$ cat config.mk
export PLATFORM = sky130hd
export DESIGN_NAME = ucb_core
export DESIGN_NICKNAME = d
export VERILOG_FILES = /design/src/ucb_pkg.sv /design/src/ucb_core.sv
export SDC_FILE = /design/constraint.sdc
export NUM_CORES = 2
export LEC_CHECK = 0
export BUFFER_PORTS_ARGS = -buffer_cell sky130_fd_sc_hd__buf_2
export CORE_MARGIN = 1.5
export CORE_UTILIZATION = 55
export CTS_CLUSTER_DIAMETER = 40
export CTS_CLUSTER_SIZE = 8
export DETAILED_ROUTE_END_ITERATION = 10
export PLACE_DENSITY = 0.7
export SYNTH_ARGS = -nofsm -noshare
export SYNTH_HDL_FRONTEND = slang
export SYNTH_SLANG_ARGS = --single-unit
$ cat constraint.sdc
create_clock -name mclk -period 11.3 [get_ports mclk]
set_input_delay 0.565 -clock mclk [delete_from_list [all_inputs] [get_ports mclk]]
set_output_delay 0.565 -clock mclk [all_outputs]
set_load 0.01 [all_outputs]
$ cat src/ucb_pkg.sv
// Purpose: Constants shared by the UART channel core.
// Assumes: One channel, registers on a small parallel port.
// Notes:   Offsets are word indices on a 4-bit address.
`default_nettype none
package ucb_pkg;
	// Register offsets
	localparam logic [3:0] OFS_DATA = 4'h0; // transmit_holding / receive_holding
	localparam logic [3:0] OFS_IER  = 4'h1;
	localparam logic [3:0] OFS_FCR  = 4'h2; // write fifo_control, read interrupt_status
	localparam logic [3:0] OFS_LCR  = 4'h3;
	localparam logic [3:0] OFS_MCR  = 4'h4;
	localparam logic [3:0] OFS_LSR  = 4'h5;
	localparam logic [3:0] OFS_DLL  = 4'h6;
	localparam logic [3:0] OFS_DLM  = 4'h7;
	localparam logic [3:0] OFS_EFR  = 4'h8;
	// Reset values
	localparam logic [7:0] RST_DLL  = 8'h01;
	localparam logic [7:0] RST_DLM  = 8'h00;
	localparam logic [7:0] RST_ZERO = 8'h00;
	// Field positions
	localparam int MCR_RTS = 1;
	localparam int MCR_PRE = 7;
	localparam int EFR_ENH = 4;
	localparam int EFR_ART = 6;
	localparam int IER_RX  = 0;
	localparam int IER_TX  = 1;
	localparam int IER_RTS = 6;
	localparam int FCR_EN  = 0;
	localparam int FCR_RXR = 1;
	localparam int FCR_TXR = 2;
	localparam int LCR_STP = 2;
	localparam int LCR_PEN = 3;
	localparam int LCR_EPS = 4;
	localparam int LCR_BRK = 6;
	// Interrupt codes
	localparam logic [5:0] IC_NONE = 6'h01;
	localparam logic [5:0] IC_TOUT = 6'h0C;
	localparam logic [5:0] IC_RXD  = 6'h04;
	localparam logic [5:0] IC_THR  = 6'h02;
	localparam logic [5:0] IC_RTS  = 6'h20;
	// Timing
	localparam int          PRE_SLOW   = 4;
	localparam logic [3:0]  HALF_BIT   = 4'h7;
	localparam logic [3:0]  FULL_BIT   = 4'hF;
	localparam logic [9:0]  TOUT_WORDS = 10'h004;
	localparam logic [9:0]  TOUT_BITS  = 10'h00C;
	// Receive trigger table and transmit trigger table
	function automatic logic [7:0] rx_trig(input logic [1:0] s);
		case (s)
			2'h0: rx_trig = 8'h08;
			2'h1: rx_trig = 8'h10;
			2'h2: rx_trig = 8'h38;
			default: rx_trig = 8'h3C;
		endcase
	endfunction
	function automatic logic [7:0] tx_trig(input logic [1:0] s);
		case (s)
			2'h0: tx_trig = 8'h08;
			2'h1: tx_trig = 8'h10;
			2'h2: tx_trig = 8'h20;
			default: tx_trig = 8'h38;
		endcase
	endfunction
	localparam logic [7:0] RTS_TOP = 8'h78;
	localparam logic [7:0] RTS_BOT = 8'h04;
endpackage
`default_nettype wire

$ cat src/ucb_core.sv
// Purpose: One UART channel: prescaler, baud generator, FIFOs, auto flow control.
// Assumes: mclk is the oscillator clock; rx pin is asynchronous.
// Notes:   Read data appears one cycle after rd_en.
`default_nettype none
// Function
// RULE_01: Prescaler divides the input clock by 1 or 4, chosen by modem_control bit 7.
// RULE_02: Baud generator divides prescaler output by divisor 1..65535 giving the 16x clock.
// RULE_03: Divisor is divisor_high as upper byte and divisor low register as lower byte.
// RULE_04: Software computes divisor as clock over prescale over sixteen times bit rate.
// RULE_05: Transmitter shifts each bit for exactly 16 sampling clock periods.
// RULE_06: Frame is start, data bits, optional parity, then stop bit or bits.
// RULE_07: Data bits go out least significant first.
// RULE_08: With FIFO enabled each transmit_holding write pushes into 128-byte FIFO.
// RULE_09: Non-FIFO mode sets line_status bit 5 on transfer, raising transmit-empty interrupt.
// RULE_10: Line_status bit 6 sets only when shifter and transmit FIFO are empty.
// RULE_11: In FIFO mode line_status bit 5 is set whenever transmit FIFO is empty.
// RULE_12: FIFO mode transmit-empty interrupt when level drops below transmit trigger.
// RULE_13: After falling edge wait 8 sampling clocks; start valid only if still low.
// RULE_14: Every data and stop bit is sampled at its centre by 16x counting.
// RULE_15: Receive FIFO holds 128 entries of 8 data bits plus 3 error tags.
// RULE_16: Reading receive_holding pops FIFO; status bits 2-4 show new head tags.
// RULE_17: Receive-data interrupt per character, or at trigger level in FIFO mode.
// RULE_18: Timeout interrupt when data waits and no character for 4 words plus 12 bits.
// RULE_19: Auto request-to-send enabled by enhanced_feature bit 6, started by modem_control bit 1.
// RULE_20: Auto control deasserts at next higher trigger, reasserts at next lower level.
// RULE_21: While deasserted, receiver keeps accepting characters until FIFO is full.
// RULE_22: Interrupt_status bit 5 and interrupt on auto deassert, when enabled.
// RULE_23: Remote sender pauses while request-to-send is deasserted.
// RULE_24: Line_control bits 0-1 select 5 to 8 bit characters for framing and timeout.
// RULE_25: After reset the prescaler divides by 1.
// RULE_26: Receiver attaches framing, parity and break tags as it stores each character.
module ucb_core #(
	parameter int DEPTH = 128 // FIFO depth, both directions
) (
	input  wire logic       mclk,     // Oscillator clock, 50 MHz
	input  wire logic       reset,    // Asynchronous reset, active high
	input  wire logic [3:0] addr,     // Register index
	input  wire logic       wr_en,    // Register write strobe
	input  wire logic [7:0] wdata,    // Write data
	input  wire logic       rd_en,    // Register read strobe
	output logic      [7:0] rdata,    // Read data, registered
	output logic            irq,      // Interrupt request, active high
	input  wire logic       rx_pin,   // Serial input
	output logic            tx_pin,   // Serial output
	output logic            rts_n     // Request-to-send, active low
);
	localparam int AW = $clog2(DEPTH);
	localparam logic [AW:0] CAP = AW'(0) + (AW+1)'(DEPTH);

	typedef enum logic [2:0] {ST_IDLE, ST_START, ST_DATA, ST_PAR, ST_STOP} ucb_state_type;

	logic [7:0] ier_reg, lcr_reg, mcr_reg, dll_reg, dlm_reg, efr_reg, fcr_reg, rdata_reg;

	// Register decode
	wire wr_data = wr_en && addr == ucb_pkg::OFS_DATA;
	wire rd_data = rd_en && addr == ucb_pkg::OFS_DATA;
	wire rd_isr  = rd_en && addr == ucb_pkg::OFS_FCR;
	wire rd_lsr  = rd_en && addr == ucb_pkg::OFS_LSR;
	wire wr_fcr  = wr_en && addr == ucb_pkg::OFS_FCR;
	wire fifo_en = fcr_reg[ucb_pkg::FCR_EN];
	wire enh_en  = efr_reg[ucb_pkg::EFR_ENH];
	wire [AW:0] cap = fifo_en ? CAP : (AW+1)'(1);
	wire [7:0] ier_mask = enh_en ? 8'hFF : 8'h0F; // Upper enables locked until enhanced mode

	// Control registers
	always_ff @(posedge mclk or posedge reset) begin
		if (reset) begin
			ier_reg <= ucb_pkg::RST_ZERO;
			lcr_reg <= ucb_pkg::RST_ZERO;
			// RULE_25: divide by one
			mcr_reg <= ucb_pkg::RST_ZERO;
			dll_reg <= ucb_pkg::RST_DLL;
			dlm_reg <= ucb_pkg::RST_DLM;
			efr_reg <= ucb_pkg::RST_ZERO;
			fcr_reg <= ucb_pkg::RST_ZERO;
		end else if (wr_en) begin
			unique case (addr)
				ucb_pkg::OFS_IER: ier_reg <= wdata & ier_mask;
				ucb_pkg::OFS_FCR: fcr_reg <= wdata;
				ucb_pkg::OFS_LCR: lcr_reg <= wdata;
				ucb_pkg::OFS_MCR: mcr_reg <= wdata;
				ucb_pkg::OFS_DLL: dll_reg <= wdata;
				ucb_pkg::OFS_DLM: dlm_reg <= wdata;
				ucb_pkg::OFS_EFR: efr_reg <= wdata;
				default: ;
			endcase
		end
	end

	// RULE_01: prescaler select
	logic [1:0] pre_reg;
	wire pre_tick = !mcr_reg[ucb_pkg::MCR_PRE] || pre_reg == 2'(ucb_pkg::PRE_SLOW - 1);
	always_ff @(posedge mclk or posedge reset) begin
		if (reset) pre_reg <= 2'h0;
		else pre_reg <= pre_tick ? 2'h0 : pre_reg + 2'h1;
	end

	// RULE_03: divisor bytes
	wire [15:0] divisor = {dlm_reg, dll_reg};
	// RULE_02: baud divider; zero is treated as one
	logic [15:0] brg_reg;
	wire tick = pre_tick && (brg_reg + 16'h1 >= divisor);
	always_ff @(posedge mclk or posedge reset) begin
		if (reset) brg_reg <= 16'h0000;
		else if (pre_tick) brg_reg <= tick ? 16'h0000 : brg_reg + 16'h1;
	end

	// Frame shape from line_control
	// RULE_24: character length
	wire [3:0] nbits  = 4'h5 + {2'b00, lcr_reg[1:0]};
	wire       par_en = lcr_reg[ucb_pkg::LCR_PEN];
	function automatic logic par_of(input logic [7:0] d, input logic [3:0] n, input logic ev);
		logic [7:0] m;
		m = 8'hFF >> (4'h8 - n);
		par_of = ^(d & m) ^ !ev;
	endfunction

	// Transmit FIFO
	logic [7:0]  tx_mem [DEPTH];
	logic [AW-1:0] tw_reg, tr_reg;
	logic [AW:0] tc_reg;
	ucb_state_type ts_reg;
	logic [3:0] tt_reg, tb_reg;
	logic [7:0] tsh_reg;
	logic       tbit_reg, tstop_reg;
	wire tx_push = wr_data && tc_reg < cap;   // A write to a full FIFO is dropped
	wire tx_load = ts_reg == ST_IDLE && tc_reg != '0;
	wire tx_rst  = wr_fcr && wdata[ucb_pkg::FCR_TXR];

	// RULE_08: push and pointer advance
	always_ff @(posedge mclk) begin
		if (tx_push) tx_mem[tw_reg] <= wdata;
	end
	always_ff @(posedge mclk or posedge reset) begin
		if (reset) begin
			tw_reg <= '0;
			tr_reg <= '0;
			tc_reg <= '0;
		end else if (tx_rst) begin
			tw_reg <= '0;
			tr_reg <= '0;
			tc_reg <= '0;
		end else begin
			tw_reg <= tx_push ? tw_reg + 1'b1 : tw_reg;
			tr_reg <= tx_load ? tr_reg + 1'b1 : tr_reg;
			tc_reg <= tc_reg + (AW+1)'(tx_push) - (AW+1)'(tx_load);
		end
	end

	// Transmit shifter; each bit holds sixteen ticks
	wire tbit_end = tick && tt_reg == ucb_pkg::FULL_BIT;
	always_ff @(posedge mclk or posedge reset) begin
		if (reset) begin
			ts_reg <= ST_IDLE;
			tt_reg <= 4'h0;
			tb_reg <= 4'h0;
			tsh_reg <= 8'h00;
			tbit_reg <= 1'b1;
			tstop_reg <= 1'b0;
		end else begin
			if (ts_reg != ST_IDLE && tick) tt_reg <= tt_reg + 4'h1;
			unique case (ts_reg)
				ST_IDLE: if (tx_load) begin
					tsh_reg <= tx_mem[tr_reg];
					tt_reg <= 4'h0;
					ts_reg <= ST_START;
					// RULE_06: start bit first
					tbit_reg <= 1'b0;
				end
				ST_START: if (tbit_end) begin
					ts_reg <= ST_DATA;
					tb_reg <= 4'h1;
					// RULE_07: bit 0 leads
					tbit_reg <= tsh_reg[0];
				end
				// RULE_05: sixteen ticks per bit
				ST_DATA: if (tbit_end) begin
					if (tb_reg == nbits) begin
						ts_reg <= par_en ? ST_PAR : ST_STOP;
						tbit_reg <= par_en ? par_of(tsh_reg, nbits, lcr_reg[ucb_pkg::LCR_EPS]) : 1'b1;
						tstop_reg <= lcr_reg[ucb_pkg::LCR_STP];
					end else begin
						tbit_reg <= tsh_reg[tb_reg[2:0]];
						tb_reg <= tb_reg + 4'h1;
					end
				end
				ST_PAR: if (tbit_end) begin
					ts_reg <= ST_STOP;
					tbit_reg <= 1'b1;
				end
				ST_STOP: if (tbit_end) begin
					if (tstop_reg) tstop_reg <= 1'b0;
					else ts_reg <= ST_IDLE;
				end
				default: ts_reg <= ST_IDLE;
			endcase
		end
	end
	assign tx_pin = tbit_reg && !lcr_reg[ucb_pkg::LCR_BRK];

	// Receive pin synchroniser and edge detect
	logic rx_s1, rx_s2, rx_s3;
	always_ff @(posedge mclk or posedge reset) begin
		if (reset) begin
			rx_s1 <= 1'b1;
			rx_s2 <= 1'b1;
			rx_s3 <= 1'b1;
		end else begin
			rx_s1 <= rx_pin;
			rx_s2 <= rx_s1;
			rx_s3 <= rx_s2;
		end
	end
	wire rx_fall = rx_s3 && !rx_s2;

	// Receive shifter
	ucb_state_type rs_reg;
	logic [3:0] rt_reg, rb_reg;
	logic [7:0] rsh_reg;
	logic       rpe_reg, rst2_reg;
	logic       rv_reg;   // One-cycle word valid
	logic [10:0] rw_reg;   // {break, framing, parity, data}
	wire rmid = tick && rt_reg == ucb_pkg::FULL_BIT;
	always_ff @(posedge mclk or posedge reset) begin
		if (reset) begin
			rs_reg <= ST_IDLE;
			rt_reg <= 4'h0;
			rb_reg <= 4'h0;
			rsh_reg <= 8'h00;
			rpe_reg <= 1'b0;
			rst2_reg <= 1'b0;
			rv_reg <= 1'b0;
			rw_reg <= 11'h000;
		end else begin
			rv_reg <= 1'b0;
			if (rs_reg != ST_IDLE && tick) rt_reg <= rt_reg + 4'h1;
			unique case (rs_reg)
				ST_IDLE: if (rx_fall) begin
					rs_reg <= ST_START;
					rt_reg <= 4'h0;
				end
				// RULE_13: validate start at its centre
				ST_START: if (tick && rt_reg == ucb_pkg::HALF_BIT) begin
					rt_reg <= 4'h0;
					rb_reg <= 4'h0;
					rsh_reg <= 8'h00;
					rs_reg <= rx_s2 ? ST_IDLE : ST_DATA;
				end
				// RULE_14: centre sampling
				ST_DATA: if (rmid) begin
					rsh_reg[rb_reg[2:0]] <= rx_s2;
					rb_reg <= rb_reg + 4'h1;
					if (rb_reg + 4'h1 == nbits) rs_reg <= par_en ? ST_PAR : ST_STOP;
				end
				ST_PAR: if (rmid) begin
					rpe_reg <= rx_s2 != par_of(rsh_reg, nbits, lcr_reg[ucb_pkg::LCR_EPS]);
					rst2_reg <= rx_s2;
					rs_reg <= ST_STOP;
				end
				ST_STOP: if (rmid) begin
					rs_reg <= ST_IDLE;
					rv_reg <= 1'b1;
					// RULE_26: tags attached to the word
					rw_reg <= {rsh_reg == 8'h00 && !rx_s2 && !(par_en && rst2_reg),
						!rx_s2, par_en && rpe_reg, rsh_reg};
					rpe_reg <= 1'b0;
					rst2_reg <= 1'b0;
				end
				default: rs_reg <= ST_IDLE;
			endcase
		end
	end

	// Two-entry buffer between shifter and receive FIFO; a word arriving with both entries full is lost
	logic [10:0] sb0_reg, sb1_reg;
	logic [1:0]  sbc_reg;
	logic [AW:0] rc_reg;
	wire sb_in_rdy  = sbc_reg != 2'h2;
	wire sb_out_vld = sbc_reg != 2'h0;
	// RULE_21: accept until full
	wire sb_out_rdy = rc_reg < cap;
	wire sb_push    = rv_reg && sb_in_rdy;
	wire sb_pop     = sb_out_vld && sb_out_rdy;
	wire overrun    = rv_reg && !sb_in_rdy;
	always_ff @(posedge mclk or posedge reset) begin
		if (reset) begin
			sbc_reg <= 2'h0;
			sb0_reg <= 11'h000;
			sb1_reg <= 11'h000;
		end else begin
			sbc_reg <= sbc_reg + 2'(sb_push) - 2'(sb_pop);
			if (sb_pop) sb0_reg <= (sbc_reg == 2'h2) ? sb1_reg : rw_reg;
			else if (sb_push && sbc_reg == 2'h0) sb0_reg <= rw_reg;
			if (sb_push && (sbc_reg == 2'h2 || (sbc_reg == 2'h1 && !sb_pop))) sb1_reg <= rw_reg;
		end
	end

	// RULE_15: 128 by 11 receive FIFO
	logic [10:0] rx_mem [DEPTH];
	logic [AW-1:0] rwp_reg, rrp_reg;
	wire rx_pop = rd_data && rc_reg != '0;
	wire rx_rst = wr_fcr && wdata[ucb_pkg::FCR_RXR];
	always_ff @(posedge mclk) begin
		if (sb_pop) rx_mem[rwp_reg] <= sb0_reg;
	end
	// RULE_16: read advances pointer
	always_ff @(posedge mclk or posedge reset) begin
		if (reset) begin
			rwp_reg <= '0;
			rrp_reg <= '0;
			rc_reg <= '0;
		end else if (rx_rst) begin
			rwp_reg <= '0;
			rrp_reg <= '0;
			rc_reg <= '0;
		end else begin
			rwp_reg <= sb_pop ? rwp_reg + 1'b1 : rwp_reg;
			rrp_reg <= rx_pop ? rrp_reg + 1'b1 : rrp_reg;
			rc_reg <= rc_reg + (AW+1)'(sb_pop) - (AW+1)'(rx_pop);
		end
	end
	wire [10:0] rx_head = rc_reg != '0 ? rx_mem[rrp_reg] : 11'h000;
	wire [7:0]  rlev    = 8'(rc_reg);
	wire [7:0]  tlev    = 8'(tc_reg);
	wire [7:0]  ttrig   = ucb_pkg::tx_trig(fcr_reg[5:4]);

	// RULE_18: timeout of four words plus twelve bits, counted in ticks
	logic [13:0] to_reg;
	logic        tout_reg;
	wire [13:0] to_lim = {(ucb_pkg::TOUT_WORDS * {6'h00, nbits} + ucb_pkg::TOUT_BITS), 4'h0};
	always_ff @(posedge mclk or posedge reset) begin
		if (reset) begin
			to_reg <= 14'h0000;
			tout_reg <= 1'b0;
		end else if (sb_pop || rx_pop || rc_reg == '0) begin
			to_reg <= 14'h0000;
			tout_reg <= 1'b0;
		end else if (tick) begin
			to_reg <= (to_reg == to_lim) ? to_reg : to_reg + 14'h1;
			tout_reg <= to_reg + 14'h1 >= to_lim;
		end
	end

	// RULE_20: hysteresis around the programmed trigger
	logic [7:0] rtrig, r_up, r_dn;
	assign rtrig = ucb_pkg::rx_trig(fcr_reg[7:6]);
	assign r_up  = fcr_reg[7:6] == 2'h3 ? ucb_pkg::RTS_TOP : ucb_pkg::rx_trig(fcr_reg[7:6] + 2'h1);
	assign r_dn  = fcr_reg[7:6] == 2'h0 ? ucb_pkg::RTS_BOT : ucb_pkg::rx_trig(fcr_reg[7:6] - 2'h1);
	wire auto_rts = efr_reg[ucb_pkg::EFR_ART];
	logic rts_on_reg, rts_evt_reg, thre_ev_reg, oe_reg;
	wire rts_drop = auto_rts && rts_on_reg && rlev >= r_up;
	wire [5:0] isr_code;
	always_ff @(posedge mclk or posedge reset) begin
		if (reset) rts_on_reg <= 1'b1;
		else if (rts_drop) rts_on_reg <= 1'b0;
		else if (rlev <= r_dn) rts_on_reg <= 1'b1;
	end
	// RULE_19: pin follows modem_control bit 1, gated by auto control
	assign rts_n = !(mcr_reg[ucb_pkg::MCR_RTS] && (!auto_rts || rts_on_reg));

	// Sticky events; a new event in the clearing cycle wins
	always_ff @(posedge mclk or posedge reset) begin
		if (reset) begin
			rts_evt_reg <= 1'b0;
			thre_ev_reg <= 1'b0;
			oe_reg <= 1'b0;
		end else begin
			// RULE_22: auto deassert event
			if (rts_drop && mcr_reg[ucb_pkg::MCR_RTS]) rts_evt_reg <= 1'b1;
			else if (rd_isr && isr_code == ucb_pkg::IC_RTS) rts_evt_reg <= 1'b0;
			// RULE_09 RULE_12: last byte out, or level falls below trigger
			if (tx_load && (tc_reg == (AW+1)'(1) || (fifo_en && tlev == ttrig)))
				thre_ev_reg <= 1'b1;
			else if (wr_data || (rd_isr && isr_code == ucb_pkg::IC_THR)) thre_ev_reg <= 1'b0;
			if (overrun) oe_reg <= 1'b1;
			else if (rd_lsr) oe_reg <= 1'b0;
		end
	end

	// Interrupt sources; priority is timeout, receive data, transmit empty, then auto deassert
	// RULE_17: per character or at trigger level
	wire rx_int  = ier_reg[ucb_pkg::IER_RX] && (fifo_en ? rlev >= rtrig : rc_reg != '0);
	wire to_int  = ier_reg[ucb_pkg::IER_RX] && tout_reg;
	// RULE_12: below transmit trigger
	wire thr_int = ier_reg[ucb_pkg::IER_TX] &&
		(fifo_en ? (tlev < ttrig && thre_ev_reg) : thre_ev_reg);
	wire rts_int = ier_reg[ucb_pkg::IER_RTS] && enh_en && rts_evt_reg;
	assign isr_code = to_int ? ucb_pkg::IC_TOUT : rx_int ? ucb_pkg::IC_RXD :
		thr_int ? ucb_pkg::IC_THR : rts_int ? ucb_pkg::IC_RTS : ucb_pkg::IC_NONE;
	assign irq = isr_code != ucb_pkg::IC_NONE;

	// Line status; RULE_11 and RULE_10 for bits 5 and 6
	wire thr_empty = tc_reg == '0;
	wire tx_empty  = thr_empty && ts_reg == ST_IDLE;
	wire [7:0] line_status = {fifo_en && rx_head[10:8] != 3'h0, tx_empty, thr_empty,
		rx_head[10:8], oe_reg, rc_reg != '0};

	// Read data mux, registered
	logic [7:0] rmux;
	always_comb begin
		unique case (addr)
			ucb_pkg::OFS_DATA: rmux = rx_head[7:0];
			ucb_pkg::OFS_IER:  rmux = ier_reg;
			ucb_pkg::OFS_FCR:  rmux = {fifo_en, fifo_en, isr_code};
			ucb_pkg::OFS_LCR:  rmux = lcr_reg;
			ucb_pkg::OFS_MCR:  rmux = mcr_reg;
			// RULE_16: tags of the head
			ucb_pkg::OFS_LSR:  rmux = line_status;
			ucb_pkg::OFS_DLL:  rmux = dll_reg;
			ucb_pkg::OFS_DLM:  rmux = dlm_reg;
			ucb_pkg::OFS_EFR:  rmux = efr_reg;
			default:           rmux = 8'h00;
		endcase
	end
	always_ff @(posedge mclk or posedge reset) begin
		if (reset) rdata_reg <= 8'h00;
		else if (rd_en) rdata_reg <= rmux;
	end
	assign rdata = rdata_reg;
endmodule
`default_nettype wire

; After elaboration in Yosys (flattened, before gate mapping)
; Memories as Yosys holds them, arrays and structs flattened. A register that Yosys moved wholly into a read port is not among the register bits.
; Index checks and enable logic that the tools add are counted.
[classes]
add_sub_neg = 22
n_mul = 0
div = 0
order_cmp = 11
eq_ne = 56
shift = 1
mux = 105
n_bitwise = 5
n_reduce_logical = 112
[op_table]
columns = op, count
row1 = one-hot mux 6 bit (3 select lines), 4
row2 = one-hot mux 8 bit (9 select lines), 1
row3 = two-way mux 8 bit, 8
row4 = two-way mux 7 bit, 8
row5 = logical AND 1 bit, 45
row6 = two-way mux 11 bit, 4
row7 = two-way mux 4 bit, 11
row8 = two-way mux 14 bit, 3
row9 = two-way mux 3 bit, 14
row10 = two-way mux 1 bit, 32
row11 = != test 2 bit (second input constant), 16
row12 = one-hot mux 3 bit (5 select lines), 2
row13 = nonzero test 2 bit, 15
row14 = adder 7 x 1 -> 7 bit (second input constant), 4
row15 = bitwise AND 8 bit, 3
row16 = logical NOT 8 bit, 3
row17 = < comparator 8 bit, 3
row18 = two-way mux 6 bit, 4
row19 = one-hot mux 4 bit (2 select lines), 3
row20 = equality test 4 x 3 -> 1 bit (second input constant), 5
row21 = AND reduction 2 bit, 10
row22 = adder 16 x 1 -> 16 bit (second input constant), 1
row23 = adder 4 x 1 -> 4 bit (second input constant), 4
row24 = adder 8 x 1 -> 8 bit, 2
row25 = other kinds (55), 107
[totals]
regBits = 218
latchBits = 0
ramBits = 2432
romBits = 0
inputBits = 17
word_cells = 355
mem_count = 2
[mem_list]
columns = name, words, width, rd, rd_ports_with_merged_regs, wr, line
row1 = rx_mem, 128, 11, 1, 0, 1, ucb_core.sv:299  ; logic [10:0] rx_mem [DEPTH];
row2 = tx_mem, 128, 8, 1, 1, 1, ucb_core.sv:119  ; logic [7:0] tx_mem [DEPTH];

; Depth between registers and ports, before layout
[logic_depth]
depth_word = 14
depth_mapped = 19
ltp_nobuf = 18

; Worst setup path after synthesis
; Ideal clock, no wire load.
[synth_timing]
path_type = register to register
startpoint = reg brg_reg[0]
endpoint = reg rw_reg[0]
t_arrival_ps = 3515
t_required_ps = 11175
path_slack_ps = 7660
stages_incl_launch_ff = 16
cell_sequence = dfrtp_1 -> ha_1 -> nand3_1 -> nor2_1 -> and3_1 -> and3_1 -> nand3_1 -> xnor2_1 -> ha_1 -> a21o_1 -> a21oi_1 -> a21bo_2 -> clkbuf_1 -> nand3_1 -> clkbuf_1 -> mux2_2
[synth_via]
elab_chain_cells = 5
[synth_rtl]
columns = item, line
row1 = "start, declared", ucb_core.sv:101  ; logic [15:0] brg_reg;
row2 = "start signal, assigned", ucb_core.sv:105  ; else if (pre_tick) brg_reg <= tick ? 16'h0000 : brg_reg + 16'h1;
row3 = adder 16 x 1 -> 16 bit, ucb_core.sv:102  ; wire tick = pre_tick && (brg_reg + 16'h1 >= divisor);
row4 = greater-or-equal comparator 16 bit, ucb_core.sv:102
row5 = logical AND 1 bit, ucb_core.sv:102
row6 = logical AND 1 bit, ucb_core.sv:223  ; wire rmid = tick && rt_reg == ucb_pkg::FULL_BIT;
row7 = AND reduction 2 bit (no line), n/a
row8 = "end signal, assigned", ucb_core.sv:264  ; rw_reg <= {rsh_reg == 8'h00 && !rx_s2 && !(par_en && rst2_reg),
row9 = "end, declared", ucb_core.sv:222  ; logic [10:0] rw_reg;
; Every way passes these cells.
; A chain may end at the register's enable or synchronous reset.

; Worst setup path in the final report
[layout_timing]
startpoint = reg rrp_reg[0]
endpoint = reg rdata_reg[7], in the netlist rdata[7]
[layout_via]
elab_chain_cells = 5
[layout_rtl]
columns = item, line
row1 = "start, declared", ucb_core.sv:300  ; logic [AW-1:0] rwp_reg, rrp_reg;
row2 = "start signal, assigned", ucb_core.sv:318  ; rrp_reg <= rx_pop ? rrp_reg + 1'b1 : rrp_reg;
row3 = memory (128 x 11 bit) (*), n/a
row4 = two-way mux 11 bit (*), ucb_core.sv:322  ; wire [10:0] rx_head = rc_reg != '0 ? rx_mem[rrp_reg] : 11'h000;
row5 = nonzero test 3 bit, ucb_core.sv:395  ; wire [7:0] line_status = {fifo_en && rx_head[10:8] != 3'h0, tx_empty, thr_empty,
row6 = logical AND 1 bit, ucb_core.sv:395
row7 = one-hot mux 8 bit (9 select lines) (*), ucb_core.sv:401  ; unique case (addr)
row8 = "end signal, assigned", ucb_core.sv:417  ; else if (rd_en) rdata_reg <= rmux;
row9 = "end, declared", ucb_core.sv:52  ; logic [7:0] ier_reg, lcr_reg, mcr_reg, dll_reg, dlm_reg, efr_reg, fcr_reg, rdata_reg;
; Every way passes the cells marked *; elsewhere a longest branch is shown, timed or not.

==> metrics.md <==
| Metric | Value |
|---|---|
| Synth Instances | `5321` |
| Full die area | `196000 µm²` |
| Max Slew Vio Count | `0` |
| Via count | `54612` |
| Final Hold Fails | `0` |
| Syn_nets | `5421` |
| # rows | `161` |
| P per Cell Area | `between 150 and 200 nW/µm²` |
| Area delta synth->final | `13.86%` |
| Post-synth ARST share | `8.399%` |
| Slew @ Worst Pin | `1.379 ns` |
| Multi-input logic area | `about 26000 µm²` |
| Nets@finish | `between 5000 and 6000` |
| Crit path max fanout | `97` |
| Core region area | `192400 µm²` |
| Vias in the first global route | `54769` |
| Setup CP Type | `register to register` |
| DR DRC count | `0` |
| Largest net degree at the start of global routing | `~130` |
| Worst skew pair latency | `0.97 ns` |
| Mapped cell area | `106300 µm²` |
| Root buffer cell | `clkbuf_16` |
| Synth warn | `0` |
| Starting Density | `55.28%` |
| CTS Buf Count | `roughly 400` |
| IO buf count | `27` |
| #FFs+latches synth | `2655` |
| Register area | `roughly 80000 µm²` |
| Die X | `442.7 µm` |
| Count of cell types in the netlist | `79` |
| Syn avg cell area | `19.99 µm²` |
| P_leak | `0.03506 µW` |
| Crit. End Element | `register` |
| Crit-path leading delay family | `simple AND/OR/NAND/NOR gates` |
| DR vias/cell | `6.573` |
| Post-DRT Antenna Nets | `0` |
| Layout cell share with drive strength beyond 1 | `25.69%` |
| Hold Crit Start | `wdata[6]` |
| First-pass GRT wire length | `378.4 mm` |
| Seq/Total Area, Yosys | `around three quarters` |
| Clk_skew | `0.04785 ns` |
| Outcome | `completed` |
| CP cell instances | `buf_12 > inv_1 > nor2_1 > a22oi_1 > nand3_1 > nand4_1 > nand3_1 > and4_1 > a22oi_1` |
| Post-Route Setup TNS | `0 ns` |
| Worst EP arrival | `roughly 5.5 ns` |
| Gr ovfl total | `0` |
| Max_slew headroom | `slightly below 8%` |
| Fmax | `roughly 0.21 GHz` |
| CP required | `12.11 ns` |
| Routability cong. | `0.8775` |
| Drt first pass iters | `6` |
| IO Pins | `28` |
| Drt wl/cell | `approximately 31 µm` |
| Final Cycle Share | `41.20%` |
| Post-CTS sizing | `0` |
| GRT Total Usage | `26.51%` |
| FF-to-FF Start | `rrp_reg[0]$_DFFE_PP0P_` |
| Critical path's slowest cell | `nor2_1` |
| Fin Hold WS | `0.09001 ns` |
| Critical Path Source | `rrp_reg[0]$_DFFE_PP0P_` |
| Max FFs per register | `around 1400` |
| Initial antenna violation count | `8` |
| Clock-pin slew on the worst setup and hold paths | `roughly 0.05 ns` |
| Delay of the slowest cell on the worst path | `0.87 ns` |
| Bufs on Longest Clock Path | `4` |
| DRT iter0 DRCs | `7092` |
| Total of max-cap violations | `0` |
| CP Buf/Inv Count | `2` |
| Post-synth EDFFs | `2432` |
| CTS H-tree lvls | `5` |
| HP Class | `primary input to register` |
| Die Y | `442.7 µm` |
| RSZ-0062 raised after global routing | `no` |
| Startpoint types | `register` |
| Commonest non-fill, non-tap cells in the layout | `edfxtp_1 (2432), mux4_2 (709), clkbuf_16 (415)` |
| CTS tree | `done` |
| Sink Count | `2655` |
| Worst IR Drop VDD | `around 0.14 mV` |
| Fillcell total | `about 13000` |
| Drt total wl | `257.8 mm` |
| Post-synth top flop | `edfxtp_1` |
| Endpoints failing setup | `0` |
| Leading cell type in the layout, fill and taps excluded | `edfxtp_1` |
| Tmin final | `around 4.7 ns` |
| HPWL Detailed | `about 150 mm` |
## cells in the mapped netlist (9+ instances only)
cell	n	area share (%)
buf_1	20	0.071
o221ai_1	13	0.11
o21ai_1	10	0.047
nand2_1	205	0.72
buf_2	84	0.40
nor2_1	401	1.4
xor2_1	36	0.30
a31oi_1	13	0.076
a22o_1	9	0.074
a21oi_1	74	0.35
nand3_1	85	0.40
nor3_1	28	0.13
nand3b_1	14	0.099
and3_1	20	0.12
nand4_1	14	0.082
a22oi_1	30	0.21
dfrtp_1	217	5.1
buf_4	19	0.13
mux4_2	709	15
clkbuf_1	135	0.48
edfxtp_1	2432	69
mux2i_1	133	1.3
a21o_1	15	0.11
o22ai_1	15	0.088
mux2_2	60	0.64
buf_6	14	0.15
a211oi_1	11	0.078
inv_1	60	0.21
ha_1	81	0.95
or3_1	9	0.053
nand2b_1	19	0.11
nor2b_1	36	0.21
xnor2_1	57	0.47
o21ai_0	105	0.49
## cells by family after synthesis
family          count (synthesis)  share of synthesized area (%)
compound gates                373                          2.259
xor+xnor                       93                         0.7660
fa+ha+maj                      83                         0.9907
buf+inv                       340                          1.495
flops                        2655                          73.93
mux                           902                          16.90
other cells                     1                       0.003526
simple gates                  874                          3.653
## report_power, final
| part | switching [µW] | internal (µW) |
|---|---|---|
| Combinational | 1390 | 928 |
| Sequential | 180 | 10800 |
| Clock | 4010 | 6830 |
| Total | 5580 | 18500 |
## final cells by class
type	count	area share, %
Sequential cell	2655	64.99
Multi-Input combinational cell	2326	21.72
Clock buffer	518	8.954
Tap cell	2526	2.610
Timing Repair Buffer	158	1.000
Clock inverter	58	0.5094
Inverter	66	0.2108
Antenna cell	2	0.004133
## path summary, 6_finish.rpt
| path | endpoint | slack (ns) | cells after the start |
|---|---|---|---|
| min in group asynchronous | rdata[6]$_DFFE_PP0P_ | 0.24 | 3 |
| hold / removal | tx_mem[92][6]$_DFFE_PP_ | 0.09 | 1 |
| setup reg to reg | rdata[7]$_DFFE_PP0P_ | 6.64 | 9 |
| max in group asynchronous | tr_reg[2]$_DFFE_PP0P_ | 9.36 | 4 |
| hold reg to reg | rx_s2$_DFF_PP1_ | 0.36 | 0 |
| setup / recovery | rdata[7]$_DFFE_PP0P_ | 6.64 | 9 |
## through the flow
| step | worst slack [ns] | std cells | instance area (µm²) | util, % | total power [µW] |
|---|---|---|---|---|---|
| global placement | 6.326 | 7727 | 109600 | 56.96 | 13440 |
| finish | 6.645 | 8309 | 121100 | 62.94 | 24120 |
| floorplan | 4.639 | 5321 | 106300 | - | 12860 |
| detailed placement | 6.534 | 7728 | 109600 | 56.96 | 13460 |
| CTS | 6.577 | 8307 | 121100 | 62.94 | 24240 |
| global route | 6.278 | 8308 | 121100 | 62.94 | 24840 |
## metal layers
layer | track usage, % | part of all wire [%] | vias to the layer above
met5 | 0 | 0.012 | -
met4 | 8.095 | 2.7 | 4
met3 | 6.036 | 10 | 488
met2 | 39.96 | 47 | 3036
met1 | 39.13 | 40 | 28846
li1 | - | - | 22238
## timing repair
action | 4_1_cts | 5_1_grt
hold buffers | 3 | 0
setup buffers | 0 | 0
endpoints found under the hold margin | 69 | 0
No activity file was read; power rests on OpenSTA's default activity.
